--- config.mk ---
export PLATFORM = sky130hd
export DESIGN_NAME = bf_supervisor
export DESIGN_NICKNAME = d
export VERILOG_FILES = /design/src/common/bf_pkg.sv /design/src/design/bf_pickup.sv /design/src/design/bf_supervisor.sv
export VERILOG_INCLUDE_DIRS = /design/src /design/src/common
export SDC_FILE = /design/constraint.sdc
export NUM_CORES = 1
export LEC_CHECK = 0
export BUFFER_PORTS_ARGS = -buffer_cell sky130_fd_sc_hd__buf_2
export CORE_UTILIZATION = 35
export CTS_CLUSTER_DIAMETER = 50
export DETAILED_ROUTE_END_ITERATION = 8
export GPL_TIMING_DRIVEN = 0
export PLACE_DENSITY = 0.49
export SETUP_SLACK_MARGIN = 0.05
export SYNTH_ARGS = -nofsm -noshare
export SYNTH_HDL_FRONTEND = slang
export SYNTH_HIERARCHICAL = 1
export SYNTH_SLANG_ARGS = --single-unit
export TNS_END_PERCENT = 50
--- constraint.sdc ---
create_clock -name CLK -period 21.4 [get_ports CLK]
set_input_delay 3.21 -clock CLK [delete_from_list [all_inputs] [get_ports CLK]]
set_output_delay 3.21 -clock CLK [all_outputs]
set_load 0.03 [all_outputs]
--- src/common/bf_defines.svh ---
/*
 Constants of the breaker-failure supervision block: register offsets,
 field positions, reset values, limits and timing counts.
 Assumes inclusion by bare name from the package and bf_supervisor.
*/
`ifndef BF_DEFINES_SVH
`define BF_DEFINES_SVH

// ----------------------------------------------------------------------
// Register offsets (byte addresses, one 32-bit word each)
// ----------------------------------------------------------------------
`define BF_OFS_CTRL      8'h00
`define BF_OFS_PHASE_THR 8'h04
`define BF_OFS_RES_THR   8'h08
`define BF_OFS_RT_DELAY  8'h0C
`define BF_OFS_BF_DELAY  8'h10
`define BF_OFS_STATUS    8'h14
`define BF_OFS_TIMER     8'h18

// ----------------------------------------------------------------------
// Control field positions
// ----------------------------------------------------------------------
`define BF_CTRL_RES_LO   0
`define BF_CTRL_RES_HI   1
`define BF_CTRL_MODE_LO  2
`define BF_CTRL_MODE_HI  5
`define BF_CTRL_RT_EN    8

// ----------------------------------------------------------------------
// Widths, reset values and limits
// ----------------------------------------------------------------------
`define BF_PH_W          12
`define BF_RES_W         16
`define BF_DLY_W         19
`define BF_CNT_W         16
`define BF_PH_SCALE      10
`define BF_REL_PCT       97
`define BF_PH_RST        12'h014
`define BF_PH_MIN        12'h001
`define BF_PH_MAX        12'hFA0
`define BF_RES_RST       16'h04B0
`define BF_RES_MIN       16'h0005
`define BF_RES_MAX       16'h9C40
`define BF_RT_RST        19'h00014
`define BF_BF_RST        19'h00028
`define BF_DLY_MAX       19'h57E40
`define BF_RT_EN_RST     1'b1

// ----------------------------------------------------------------------
// Timing
// ----------------------------------------------------------------------
`define BF_CLK_NS        100
`define BF_TICK_NS       5000000
`define BF_TICK_CYCLES   (`BF_TICK_NS / `BF_CLK_NS)

`endif

--- src/common/bf_pkg.sv ---
/*
 Types of the breaker-failure supervision block.
 Assumes the constants header is on the include path.
*/
`include "bf_defines.svh"

package bf_pkg;

    // ------------------------------------------------------------------
    // Selectors and condition
    // ------------------------------------------------------------------
    typedef enum logic [1:0] {
        RES_NONE = 2'h0,
        RES_FIRST = 2'h1,
        RES_SECOND = 2'h2,
        RES_CALC = 2'h3
    } res_sel_e;

    typedef enum logic [3:0] {
        MODE_CUR = 4'h0,
        MODE_DO = 4'h1,
        MODE_SIG = 4'h2,
        MODE_CUR_AND_DO = 4'h3,
        MODE_CUR_OR_DO = 4'h4,
        MODE_CUR_AND_SIG = 4'h5,
        MODE_CUR_OR_SIG = 4'h6,
        MODE_SIG_AND_DO = 4'h7,
        MODE_SIG_OR_DO = 4'h8,
        MODE_ALL_AND = 4'h9,
        MODE_ALL_OR = 4'hA
    } mode_e;

    typedef enum logic [2:0] {
        COND_NORMAL = 3'h0,
        COND_STARTED = 3'h1,
        COND_RETRIP = 3'h3,
        COND_BF_ON = 3'h2,
        COND_BLOCKED = 3'h6
    } cond_e;

    // ------------------------------------------------------------------
    // Module state
    // ------------------------------------------------------------------
    typedef struct packed {
        logic picked;
    } pick_s;

    typedef struct packed {
        logic ack;
        logic [31:0] rdata;
        logic [1:0] res_sel;
        logic [3:0] mode;
        logic retrip_en;
        logic [`BF_PH_W-1:0] ph_thr;
        logic [`BF_RES_W-1:0] res_thr;
        logic [`BF_DLY_W-1:0] rt_dly;
        logic [`BF_DLY_W-1:0] bf_dly;
        logic [`BF_CNT_W-1:0] tick_cnt;
        logic tick;
        logic eval;
        logic blk;
        cond_e state;
        logic [`BF_DLY_W-1:0] timer;
        logic start;
        logic blocked;
        logic retrip;
        logic bf;
    } bf_s;

endpackage

--- src/design/bf_pickup.sv ---
/*
 One pick-up element: compares a magnitude with its pick-up level at each
 processing tick and holds the pick-up until the magnitude drops below
 the release level or ENABLE goes low.
 Assumes the tick is a one-cycle pulse and both levels are in the
 magnitude's units.
*/
`timescale 1ns/1ps

module bf_pickup #(
    parameter int MAG_W = 16
) (
    input wire logic CLK,
    input wire logic RESET,
    input wire logic TICK,
    input wire logic ENABLE,
    input wire logic [MAG_W-1:0] MAGNITUDE,
    input wire logic [MAG_W-1:0] PICK_LEVEL,
    input wire logic [MAG_W-1:0] RELEASE_LEVEL,
    output logic PICKED
);
    import bf_pkg::*;

    pick_s st_ff;
    pick_s nxt_st;

    // ------------------------------------------------------------------
    // Hysteresis
    // ------------------------------------------------------------------
    always_comb begin
        nxt_st = st_ff;
        if (!ENABLE) begin
            nxt_st.picked = 1'b0;
        end else if (TICK) begin
            if (MAGNITUDE > PICK_LEVEL) begin
                nxt_st.picked = 1'b1;
            end else if (MAGNITUDE < RELEASE_LEVEL) begin
                nxt_st.picked = 1'b0;
            end
        end
    end

    always_ff @(posedge CLK or posedge RESET) begin
        if (RESET) begin
            st_ff <= '0;
        end else begin
            st_ff <= nxt_st;
        end
    end

    assign PICKED = st_ff.picked;

endmodule

--- src/design/bf_supervisor.sv ---
/*
 Breaker-failure supervision: current pick-up on three phases and a
 selectable residual input, blocking, and the retrip and breaker-failure
 delay timers, with settings and status on a classic Wishbone slave.
 Assumes all inputs are synchronous to CLK and magnitudes are given in
 units of 0.001 of nominal current, refreshed at least once per tick.
*/
// Added by the designer: the Wishbone slave port and the register addresses.
`timescale 1ns/1ps
`include "bf_defines.svh"

// Contract
// Pick-up when any phase or the chosen residual exceeds its threshold.
// Release only below 97 percent of the phase threshold, fixed ratio.
// One phase threshold is shared by all three phases.
// Residual source: none, first, second or calculated; resets to none.
// Mode selects current, signal, output state or combinations; resets to current.
// Phase threshold in 0.01 nominal steps, at most 40, reset 0.20.
// Residual threshold in 0.001 nominal steps, reset 1.200.
// Read-only condition: normal, started, retrip, breaker failure or blocked.
// Blocking input sampled once at the start of each processing cycle.
// Pick-up without blocking raises start and runs the delays.
// Pick-up with blocking raises blocked; no timers, no further outputs.
// Blocking after start clears start and releases as on pick-up drop.
// Blocking source asserts blocking at least 5 ms before delay expiry.
// Retrip and breaker-failure timers start together from one pick-up.
// Retrip delay plus breaker and release times should undercut failure delay.
// Retrip enable resets enabled; disabled suppresses the retrip output.
// Retrip output after start lasts the retrip delay; 5 ms steps, reset 0.100 s.
// Failure output after start lasts the failure delay; 5 ms steps, reset 0.200 s.
// Setting changes are accepted while running and then applied.
// Magnitudes are processed on a 5 ms time base.
// Pick-up release clears both timers and both outputs.
// Timers advance once per 5 ms tick and compare against delays in ticks.
module bf_supervisor #(
    parameter int MAG_W = 16,
    parameter int TICK_CYCLES = `BF_TICK_CYCLES
) (
    input wire logic CLK,
    input wire logic RESET,
    input wire logic CYC_I,
    input wire logic STB_I,
    input wire logic WE_I,
    input wire logic [7:0] ADR_I,
    input wire logic [3:0] SEL_I,
    input wire logic [31:0] DAT_I,
    output logic [31:0] DAT_O,
    output logic ACK_O,
    input wire logic [MAG_W-1:0] PHASE_A_MAG,
    input wire logic [MAG_W-1:0] PHASE_B_MAG,
    input wire logic [MAG_W-1:0] PHASE_C_MAG,
    input wire logic [MAG_W-1:0] FIRST_RESIDUAL_INPUT,
    input wire logic [MAG_W-1:0] SECOND_RESIDUAL_INPUT,
    input wire logic [MAG_W-1:0] CALCULATED_RESIDUAL,
    input wire logic BLOCK_IN,
    input wire logic SIGNAL_TRIP,
    input wire logic DO_CLOSED,
    output logic START,
    output logic BLOCKED,
    output logic RETRIP,
    output logic BREAKER_FAILURE_OUTPUT,
    output bf_pkg::cond_e CONDITION
);
    import bf_pkg::*;

    // ------------------------------------------------------------------
    // Elaboration checks
    // ------------------------------------------------------------------
    // Thresholds reach 40000 in magnitude units, so narrower magnitudes cannot hold them.
    if (MAG_W < 16 || MAG_W > 24) begin : g_bad_mag
        $error("MAG_W must lie between 16 and 24");
    end
    if (TICK_CYCLES < 2 || TICK_CYCLES > 65536) begin : g_bad_tick
        $error("TICK_CYCLES must lie between 2 and 65536");
    end

    localparam logic [`BF_CNT_W-1:0] TICK_LAST = `BF_CNT_W'(TICK_CYCLES - 1);

    bf_s st_ff;
    bf_s nxt_st;

    // ------------------------------------------------------------------
    // Functions
    // ------------------------------------------------------------------
    function automatic logic [31:0] merge(input logic [31:0] old, input logic [31:0] data,
                                          input logic [3:0] sel);
        logic [31:0] r;
        r = old;
        for (int i = 0; i < 4; i++) begin
            if (sel[i]) begin
                r[i*8 +: 8] = data[i*8 +: 8];
            end
        end
        return r;
    endfunction

    function automatic logic [31:0] clamp(input logic [31:0] v, input logic [31:0] lo,
                                          input logic [31:0] hi);
        logic [31:0] r;
        r = v;
        if (v < lo) begin
            r = lo;
        end else if (v > hi) begin
            r = hi;
        end
        return r;
    endfunction

    function automatic logic trig(input logic [3:0] mode, input logic cur, input logic sig,
                                  input logic dout);
        logic r;
        r = cur;
        case (mode)
            MODE_DO: r = dout;
            MODE_SIG: r = sig;
            MODE_CUR_AND_DO: r = cur & dout;
            MODE_CUR_OR_DO: r = cur | dout;
            MODE_CUR_AND_SIG: r = cur & sig;
            MODE_CUR_OR_SIG: r = cur | sig;
            MODE_SIG_AND_DO: r = sig & dout;
            MODE_SIG_OR_DO: r = sig | dout;
            MODE_ALL_AND: r = cur & sig & dout;
            MODE_ALL_OR: r = cur | sig | dout;
            default: r = cur;
        endcase
        return r;
    endfunction

    function automatic logic running(input cond_e s);
        return (s == COND_STARTED) || (s == COND_RETRIP) || (s == COND_BF_ON);
    endfunction

    // ------------------------------------------------------------------
    // Pick-up elements
    // ------------------------------------------------------------------
    logic [MAG_W-1:0] ph_mag [3];
    logic [MAG_W-1:0] res_mag;
    logic [MAG_W-1:0] ph_level;
    logic [MAG_W-1:0] res_level;
    logic [MAG_W-1:0] rel_level;
    logic [2:0] ph_pick;
    logic res_pick;
    logic cur_pick;

    assign ph_mag[0] = PHASE_A_MAG;
    assign ph_mag[1] = PHASE_B_MAG;
    assign ph_mag[2] = PHASE_C_MAG;
    // One phase level in magnitude units serves all three phases.
    assign ph_level = MAG_W'(st_ff.ph_thr * `BF_PH_SCALE);
    assign res_level = MAG_W'(st_ff.res_thr);
    // The release level follows the phase setting for the residual element too.
    assign rel_level = MAG_W'((st_ff.ph_thr * `BF_PH_SCALE * `BF_REL_PCT) / 100);

    always_comb begin
        unique case (res_sel_e'(st_ff.res_sel))
            RES_FIRST: res_mag = FIRST_RESIDUAL_INPUT;
            RES_SECOND: res_mag = SECOND_RESIDUAL_INPUT;
            RES_CALC: res_mag = CALCULATED_RESIDUAL;
            RES_NONE: res_mag = '0;
        endcase
    end

    for (genvar g = 0; g < 3; g++) begin : g_phase
        bf_pickup #(.MAG_W(MAG_W)) u_phase (
            .CLK(CLK),
            .RESET(RESET),
            .TICK(st_ff.tick),
            .ENABLE(1'b1),
            .MAGNITUDE(ph_mag[g]),
            .PICK_LEVEL(ph_level),
            .RELEASE_LEVEL(rel_level),
            .PICKED(ph_pick[g])
        );
    end

    bf_pickup #(.MAG_W(MAG_W)) u_residual (
        .CLK(CLK),
        .RESET(RESET),
        .TICK(st_ff.tick),
        .ENABLE(st_ff.res_sel != RES_NONE),
        .MAGNITUDE(res_mag),
        .PICK_LEVEL(res_level),
        .RELEASE_LEVEL(rel_level),
        .PICKED(res_pick)
    );

    // Any one, two or all phases, or the residual, pick up the element.
    assign cur_pick = (|ph_pick) | res_pick;

    // ------------------------------------------------------------------
    // Next state
    // ------------------------------------------------------------------
    always_comb begin
        logic [31:0] w;
        logic pick;
        logic [`BF_DLY_W-1:0] t;
        w = '0;
        pick = 1'b0;
        t = '0;
        nxt_st = st_ff;
        nxt_st.ack = 1'b0;
        nxt_st.tick = 1'b0;
        // Pick-up elements settle on the tick, so the sequence looks one cycle later.
        nxt_st.eval = st_ff.tick;

        // Processing tick.
        if (st_ff.tick_cnt == TICK_LAST) begin
            nxt_st.tick_cnt = '0;
            nxt_st.tick = 1'b1;
        end else begin
            nxt_st.tick_cnt = st_ff.tick_cnt + `BF_CNT_W'(1);
        end
        if (st_ff.tick) begin
            nxt_st.blk = BLOCK_IN;
        end

        // Wishbone slave; settings written mid-run act from the next tick.
        if (CYC_I && STB_I && !st_ff.ack) begin
            nxt_st.ack = 1'b1;
            nxt_st.rdata = '0;
            if (WE_I) begin
                unique case (ADR_I)
                    `BF_OFS_CTRL: begin
                        w = merge({23'h0, st_ff.retrip_en, 2'h0, st_ff.mode, st_ff.res_sel}, DAT_I, SEL_I);
                        nxt_st.res_sel = w[`BF_CTRL_RES_HI:`BF_CTRL_RES_LO];
                        nxt_st.mode = w[`BF_CTRL_MODE_HI:`BF_CTRL_MODE_LO];
                        nxt_st.retrip_en = w[`BF_CTRL_RT_EN];
                    end
                    `BF_OFS_PHASE_THR: begin
                        w = merge({20'h0, st_ff.ph_thr}, DAT_I, SEL_I);
                        nxt_st.ph_thr = `BF_PH_W'(clamp(w, 32'(`BF_PH_MIN), 32'(`BF_PH_MAX)));
                    end
                    `BF_OFS_RES_THR: begin
                        w = merge({16'h0, st_ff.res_thr}, DAT_I, SEL_I);
                        nxt_st.res_thr = `BF_RES_W'(clamp(w, 32'(`BF_RES_MIN), 32'(`BF_RES_MAX)));
                    end
                    `BF_OFS_RT_DELAY: begin
                        w = merge({13'h0, st_ff.rt_dly}, DAT_I, SEL_I);
                        nxt_st.rt_dly = `BF_DLY_W'(clamp(w, 32'h0, 32'(`BF_DLY_MAX)));
                    end
                    `BF_OFS_BF_DELAY: begin
                        w = merge({13'h0, st_ff.bf_dly}, DAT_I, SEL_I);
                        nxt_st.bf_dly = `BF_DLY_W'(clamp(w, 32'h0, 32'(`BF_DLY_MAX)));
                    end
                    default: begin
                    end
                endcase
            end else begin
                unique case (ADR_I)
                    `BF_OFS_CTRL: nxt_st.rdata = {23'h0, st_ff.retrip_en, 2'h0, st_ff.mode, st_ff.res_sel};
                    `BF_OFS_PHASE_THR: nxt_st.rdata = {20'h0, st_ff.ph_thr};
                    `BF_OFS_RES_THR: nxt_st.rdata = {16'h0, st_ff.res_thr};
                    // The retrip delay reads as zero while retrip is disabled.
                    `BF_OFS_RT_DELAY: nxt_st.rdata = st_ff.retrip_en ? {13'h0, st_ff.rt_dly} : 32'h0;
                    `BF_OFS_BF_DELAY: nxt_st.rdata = {13'h0, st_ff.bf_dly};
                    `BF_OFS_STATUS: nxt_st.rdata = {24'h0, st_ff.bf, st_ff.retrip, st_ff.start, st_ff.blk,
                                                    cur_pick, st_ff.state};
                    `BF_OFS_TIMER: nxt_st.rdata = {13'h0, st_ff.timer};
                    default: nxt_st.rdata = '0;
                endcase
            end
        end

        // Supervision sequence, once per processing cycle.
        if (st_ff.eval) begin
            pick = trig(st_ff.mode, cur_pick, SIGNAL_TRIP, DO_CLOSED);
            unique case (st_ff.state)
                COND_NORMAL, COND_BLOCKED: begin
                    nxt_st.timer = '0;
                    if (!pick) begin
                        nxt_st.state = COND_NORMAL;
                    end else if (st_ff.blk) begin
                        nxt_st.state = COND_BLOCKED;
                    end else begin
                        nxt_st.state = COND_STARTED;
                    end
                end
                COND_STARTED, COND_RETRIP, COND_BF_ON: begin
                    if (!pick) begin
                        nxt_st.state = COND_NORMAL;
                        nxt_st.timer = '0;
                    end else if (st_ff.blk) begin
                        // The blocking source must act 5 ms ahead, else an output may already be set.
                        nxt_st.state = COND_BLOCKED;
                        nxt_st.timer = '0;
                    end else begin
                        t = (st_ff.timer == `BF_DLY_MAX) ? st_ff.timer : st_ff.timer + `BF_DLY_W'(1);
                        nxt_st.timer = t;
                        if (t >= st_ff.bf_dly) begin
                            nxt_st.state = COND_BF_ON;
                        end else if (st_ff.retrip_en && t >= st_ff.rt_dly) begin
                            nxt_st.state = COND_RETRIP;
                        end else begin
                            nxt_st.state = COND_STARTED;
                        end
                    end
                end
                default: begin
                    nxt_st.state = COND_NORMAL;
                    nxt_st.timer = '0;
                end
            endcase
            // Both outputs come from one timer, so they share a single start instant.
            nxt_st.start = running(nxt_st.state);
            nxt_st.blocked = (nxt_st.state == COND_BLOCKED);
            nxt_st.retrip = (nxt_st.state inside {COND_RETRIP, COND_BF_ON}) && st_ff.retrip_en
                            && (nxt_st.timer >= st_ff.rt_dly);
            nxt_st.bf = (nxt_st.state == COND_BF_ON);
        end
    end

    // ------------------------------------------------------------------
    // State register
    // ------------------------------------------------------------------
    always_ff @(posedge CLK or posedge RESET) begin
        if (RESET) begin
            st_ff <= '0;
            st_ff.res_sel <= RES_NONE;
            st_ff.mode <= MODE_CUR;
            st_ff.retrip_en <= `BF_RT_EN_RST;
            st_ff.ph_thr <= `BF_PH_RST;
            st_ff.res_thr <= `BF_RES_RST;
            st_ff.rt_dly <= `BF_RT_RST;
            st_ff.bf_dly <= `BF_BF_RST;
            st_ff.state <= COND_NORMAL;
        end else begin
            st_ff <= nxt_st;
        end
    end

    // ------------------------------------------------------------------
    // Outputs
    // ------------------------------------------------------------------
    assign DAT_O = st_ff.rdata;
    assign ACK_O = st_ff.ack;
    assign START = st_ff.start;
    assign BLOCKED = st_ff.blocked;
    assign RETRIP = st_ff.retrip;
    assign BREAKER_FAILURE_OUTPUT = st_ff.bf;
    assign CONDITION = st_ff.state;

endmodule

Word level (Yosys, flattened, before mapping):

Index checks and enable logic that the tools add are counted.

* flip-flop bits (word level): 155
* input bits: 148
* logic and storage cells: 220
* output and inout port bits: 40

* bitwise operators: 9
* eq/ne operators: 31
* add/sub/neg operators: 2
* muxes and demuxes: 104
* multiply operators: 2
* reductions and logical operators: 29
* order comparisons: 19
* divide/modulo/power cells: 1

Operators with widths (number)
* 8-bit two-way mux: 60
* 19-bit two-way mux: 9
* 19-bit case mux with 7 select lines: 1
* 106-bit two-way mux: 1
* 32-bit by 1-bit less-than comparator with 1-bit output, second input constant: 3
* 73-bit two-way mux: 1
* 22-bit two-way mux: 3
* 16-bit greater-than comparator: 4
* 32-bit by 19-bit greater-than comparator with 1-bit output, second input constant: 2
* 16-bit less-than comparator: 4
* 16-bit two-way mux: 4
* 16-bit case mux with 4 select lines: 1
* 19-bit >= comparator: 3
* 22-bit case mux with 2 select lines: 1
* 12-bit two-way mux: 3
* 23-bit by 7-bit divider with 32-bit output, second input constant: 1
* 32-bit by 12-bit greater-than comparator with 1-bit output, second input constant: 1
* 32-bit by 16-bit greater-than comparator with 1-bit output, second input constant: 1
* 32-bit by 3-bit less-than comparator with 1-bit output, second input constant: 1
* 8-bit by 5-bit == test with 1-bit output, second input constant: 3
* 15-bit by 7-bit multiplier with 22-bit output, second input constant: 1
* 19-bit by 1-bit adder with 19-bit output, second input constant: 1
* 19-bit == test, second input constant: 1
* 16-bit by 1-bit adder with 16-bit output, second input constant: 1
* other kinds (35): 86

Logic depth before layout (Yosys ltp):

* depth after elaboration: 14
* gate-level depth with buffers: 98
* gate-level depth less buffers: 86

Hierarchy:

Netlist, hierarchy kept.

By module, submodules not included
* bf_supervisor: times used 1, area an instance 20176.9 um^2, cells each 2588
* bf_pickup: times used 4, area an instance 818.3 um^2, cells each 116

Worst setup path after synthesis:

No wires, ideal clock.

* path kind: register to register
* start: register st_ff[100] in the netlist's numbering
* end: register g_phase[0].u_phase.st_ff
* stages on the path, launching flop included: 88
* data required time: 21.318 ns
* arrival time: 20.575 ns
* slack: 0.742 ns
* clock period less this slack: 20.658 ns
* cell sequence: dfrtp_1 > ha_1 > ha_1 > fa_1 > a21o_1 > a21oi_1 > o21bai_1 > a21oi_1 > xnor2_1 > ha_1 > ha_1 > ha_1 > inv_1 > fa_1 > inv_1 > ha_1 > a21o_1 > a221oi_2 > (+52 left out) > a21oi_1 > or4b_1 > a21oi_2 > nor3_2 > nor3_4 > inv_2 > or3_1 > and4_1 > buf_6 > or2_0 > or4b_1 > a32oi_1 > o2111ai_1 > nor3b_1 > o21ai_0 > a21oi_1 > o21a_1 > o22ai_1

* cells in the longest elaborated chain, start to end: 6
* elaborated cells between the ends (all ways): 8
* those cells by class: mul (2); div (1); order compare (2); mux (1); reduce/logical (2)

RTL lines
* start: declaration: line bf_supervisor.sv:79 `bf_s st_ff;`
* start signal: assignment: line bf_supervisor.sv:327 `st_ff <= nxt_st;`
* 12-bit by 3-bit multiplier with 15-bit output (no line)
* net ph_level[10]: line bf_supervisor.sv:138 `logic [MAG_W-1:0] ph_level;`
* 15-bit by 7-bit multiplier with 22-bit output (no line)
* 23-bit by 7-bit divider with 32-bit output: line bf_supervisor.sv:152 `` assign rel_level = MAG_W'((st_ff.ph_thr * `BF_PH_SCALE * `BF_REL_PCT) / 100); ``
* net rel_level[10]: line bf_supervisor.sv:140 `logic [MAG_W-1:0] rel_level;`
* 16-bit less-than comparator: line bf_pickup.sv:37 `end else if (MAGNITUDE < RELEASE_LEVEL) begin`
* 2-bit nonzero test (no line)
* 2-bit AND reduction (no line)
* end signal: assignment: line bf_pickup.sv:47 `st_ff <= nxt_st;`
* end: declaration: line bf_pickup.sv:24 `pick_s st_ff;`

The timed path passes the listed nets, and every way through them passes these cells.
A chain may end at the register's enable or synchronous reset.

Worst setup path after layout:

* start: register st_ff[100] in the netlist's numbering
* end: register g_phase[1].u_phase.st_ff

* cells in the longest elaborated chain, start to end: 6
* elaborated cells between the ends (all ways): 8
* those cells by class: mul (2); div (1); order compare (2); mux (1); reduce/logical (2)

RTL lines (line)
* 12-bit by 3-bit multiplier with 15-bit output (no line)
* net ph_level[10]: bf_supervisor.sv:138
* 15-bit by 7-bit multiplier with 22-bit output (no line)
* 23-bit by 7-bit divider with 32-bit output: bf_supervisor.sv:152
* net rel_level[2]: bf_supervisor.sv:140
* 16-bit less-than comparator: bf_pickup.sv:37
* 2-bit nonzero test (no line)
* 2-bit AND reduction (no line)
* end signal: assignment: bf_pickup.sv:47
* end: declaration: bf_pickup.sv:24

The timed path passes the listed nets, and every way through them passes these cells.

==> results.md <==
* Hold Path Origin: DAT_O[11]
* Crit Path Class: reg2reg
* Die height at 261 um
* Largest net degree at the start of global routing at 93
* I/O pin cnt at 188
* Fin cells at 4,389
* Worst skew pair latency at 0.45 ns
* Final hold vios at 0
* Row count at 94
* Most area-consuming cells after synthesis: ha_1 (15%), dfrtp_1 (14%), a21oi_1 (4.4%)
* Post-DR wirelength/cell at about 22 um
* Count of different cell masters after synthesis at 136
* Largest area contributor in the netlist: ha_1
* Sum Neg Setup Slack at 0 ns
* Via density at 6.04
* Initial antenna violation count at 4
* Post-DP Area at 25,500 um2
* Slew Viols, Final at 0
* Crit. Startpoint: st_ff[100]
* Layout cell share with drive strength beyond 1 at 0.297
* Dpl cells at approximately 4,100
* Placer Congestion at 0.957
* Worst Skew at between 0.015 and 0.02 ns
* Drt initial violations at 2,331
* Flop and latch count out of synthesis at 142
* Core area at 66,000 um2
* RSZ-0062 raised after global routing: yes
* CTS tree: built
* Slowest library cell on the worst path: or4_4
* HPWL Detailed at 73,300 um
* Synthesized cell area at 23,400 um2
* Async S/R FF share, synth at 1.00
* DRC viols at 0
* Final ANT Viol Nets at 0
* Cell mode on critical path: buf_6
* Synthesized area per cell at approximately 7.7 um2
* Synth Flop Type: dfrtp_1
* Final period utilization at 0.983
* TritonCTS Buffers at 17
* Fillers at 6,487
* Crit-path leading delay family: compound AO/OA/AOI/OAI gates
* # H-tree levels at 4
* Rel. slew slack at 0.0375
* Setup crit end kind: register
* Nets at 3,940
* Overall routing resource usage at 0.273
* Synth warn at 6
* Clk slew on worst S/H paths at approximately 0.07 ns
* Die X at 261 um
* Number of flops mapped to enable cells by yosys at 0
* Max Clk Rate at 0.0475 GHz
* Status: finished clean
* Pre-CTS setup slack at -5.39 ns
* CP max stage delay at ~0.60 ns
* Post-Synthesis Cells at about 3,100
* PortBufs at 167
* Max cap viols at 0
* Final Critical Period at 21.04 ns
* Via count at 26,500
* Synth top area share at 0.146
* CTS max path bufs at 2
* Final instance area at ~31,000 um2
* Crit path arrival time at 21.40 ns
* CTS Root Buffer Type: clkbuf_16
* Slew of the pin with the lowest slew margin at 1.43 ns
* Sink Count at 142
* Vias in the first global route at 25,100
* Worst r2r src: st_ff[100]
* Startpoint types: register
* Initial Util at 0.355
* Total grt overflow at 0
* Worst Path Max Fanout at 10
* First-pass GRT wire length at 146,000 um
* Worst Slack Setup Final at approximately 0.36 ns
* Final setup violation count at 0
* Bufs and invs on worst path at 17
* Sequential share of the synthesized area at 0.152
* Drt total wl at 96,700 um
* Drt first pass iters at 9
* Hold Path Class: reg2reg
* CP required at approximately 22 ns
* Die Area at 68,000 um2
* Area Overhead vs Synth at 32.5%
[layout by cell type, fill, tap and decap left out, types with 64 or more instances in the layout]
cell type,instances
nand4_1,73
dfrtp_1,128
inv_1,249
nand3_1,89
xnor2_1,77
a21oi_1,183
ha_1,243
buf_2,174
nand2_1,231
o21ai_0,128
clkbuf_1,64
nor2_1,189
buf_4,279
[per-stage QoR]
stage                      util  hold slack [ns]
final                     0.471            0.487
after global routing      0.471            0.500
after floorplan               -            0.451
after CTS                 0.440            0.489
after global placement    0.386            0.465
after detailed placement  0.386            0.467
[worst paths after layout]
path / to / slack [ns] / cells after the start
min in group asynchronous: g_phase[2].u_phase/PICKED / 2.68 / 2
max reg2reg: g_phase[1].u_phase/PICKED / 0.36 / 91
max: g_phase[1].u_phase/PICKED / 0.36 / 91
max in group asynchronous: st_ff[50] / 17.68 / 3
min reg2reg: DAT_O[11] / 0.49 / 1
min: DAT_O[11] / 0.49 / 1
[layout make-up]
| class | count | area [um2] | area share |
|---|---|---|---|
| multi-input cells | 2512 | 21000 | 0.676 |
| flip-flops and latches | 142 | 3580 | 0.115 |
| repair buffers | 424 | 2880 | 0.0928 |
| well taps | 864 | 1080 | 0.0348 |
| inverters | 271 | 1070 | 0.0344 |
| plain buffers | 143 | 880 | 0.0283 |
| clock buffers | 19 | 443 | 0.0143 |
| clock inverters | 13 | 131 | 0.00423 |
| diodes | 1 | 2.50 | 0.0000805 |
[sequential cells by signal, indices dropped and copies added, names as in the netlist]
| signal | count |
|---|---|
| ACK_O | 1 |
| BLOCKED | 1 |
| BREAKER_FAILURE_OUTPUT | 1 |
| CONDITION | 3 |
| DAT_O | 19 |
| RETRIP | 1 |
| START | 1 |
| g_phase.u_phase/PICKED | 3 |
| nxt_st | 1 |
| res_level | 16 |
| st_ff | 94 |
| u_residual/PICKED | 1 |
[repair_timing]
action / 4_1_cts / 5_1_grt
pin swaps: 119 / 161
hold endpoints to repair: 0 / 0
endpoints found under the setup margin: 4 / 4
buffers inserted: 157 / 97
gates resized for setup: 346 / 217
hold buffers: 0 / 0
gates cloned: 1 / 3
[per-layer routing]
metal	track usage	up-vias	share of wire
li1	-	12300	-
met1	0.378	13000	0.45
met2	0.454	1002	0.47
met3	0.0293	160	0.057
met4	0.0590	0	0.024
met5	0	-	0
[worst register-to-register path, delay by kind of cell, from the launching register on]
kind | cells | cell delay [ns]
compound gates | 38 | 8.01
simple gates | 25 | 7.33
buf+inv | 17 | 2.32
fa+ha+maj | 8 | 2.20
flops | 1 | 0.52
mux | 1 | 0.28
xor+xnor | 2 | 0.26
[synth_stat cells, types with 12 or more instances]
cell type / number
nand2_1: 239
nand4_1: 73
o21ai_0: 140
a21o_1: 56
nor3_1: 76
a222oi_1: 14
nor3b_1: 12
o22ai_1: 23
o22a_1: 17
a221oi_1: 19
a21oi_1: 208
a211o_1: 12
clkbuf_1: 80
a22o_1: 57
o21bai_1: 12
a32oi_1: 15
or4_1: 20
xnor2_1: 110
inv_1: 260
a211oi_1: 38
and2_1: 26
o221ai_1: 14
nor4_1: 39
a22oi_1: 23
o21ai_1: 21
o211ai_1: 32
mux2_2: 50
and4_1: 15
nand2b_1: 37
buf_4: 43
buf_2: 18
mux2i_1: 20
nor2_1: 205
dfrtp_1: 131
or3_1: 20
a31oi_1: 35
nor2b_1: 30
or2_2: 20
ha_1: 273
xor2_1: 41
and3_1: 48
nand3_1: 97
o31ai_1: 19
o2111ai_1: 18
o21a_1: 33
[cell families (layout without fill, tap and decap cells)]
| kind of cell | count (synthesis) | after routing | synth area share |
|---|---|---|---|
| simple gates | 1012 | 1013 | 0.225 |
| flops | 142 | 142 | 0.152 |
| fa+ha+maj | 282 | 282 | 0.153 |
| buf+inv | 419 | 870 | 0.0759 |
| other cells | 2 | 23 | 0.000320 |
| compound gates | 966 | 966 | 0.299 |
| xor+xnor | 155 | 155 | 0.0595 |
| mux | 74 | 74 | 0.0353 |
Power is not shown: default switching activity piles up to over one toggle a cycle in this logic, so the estimate is an artifact.
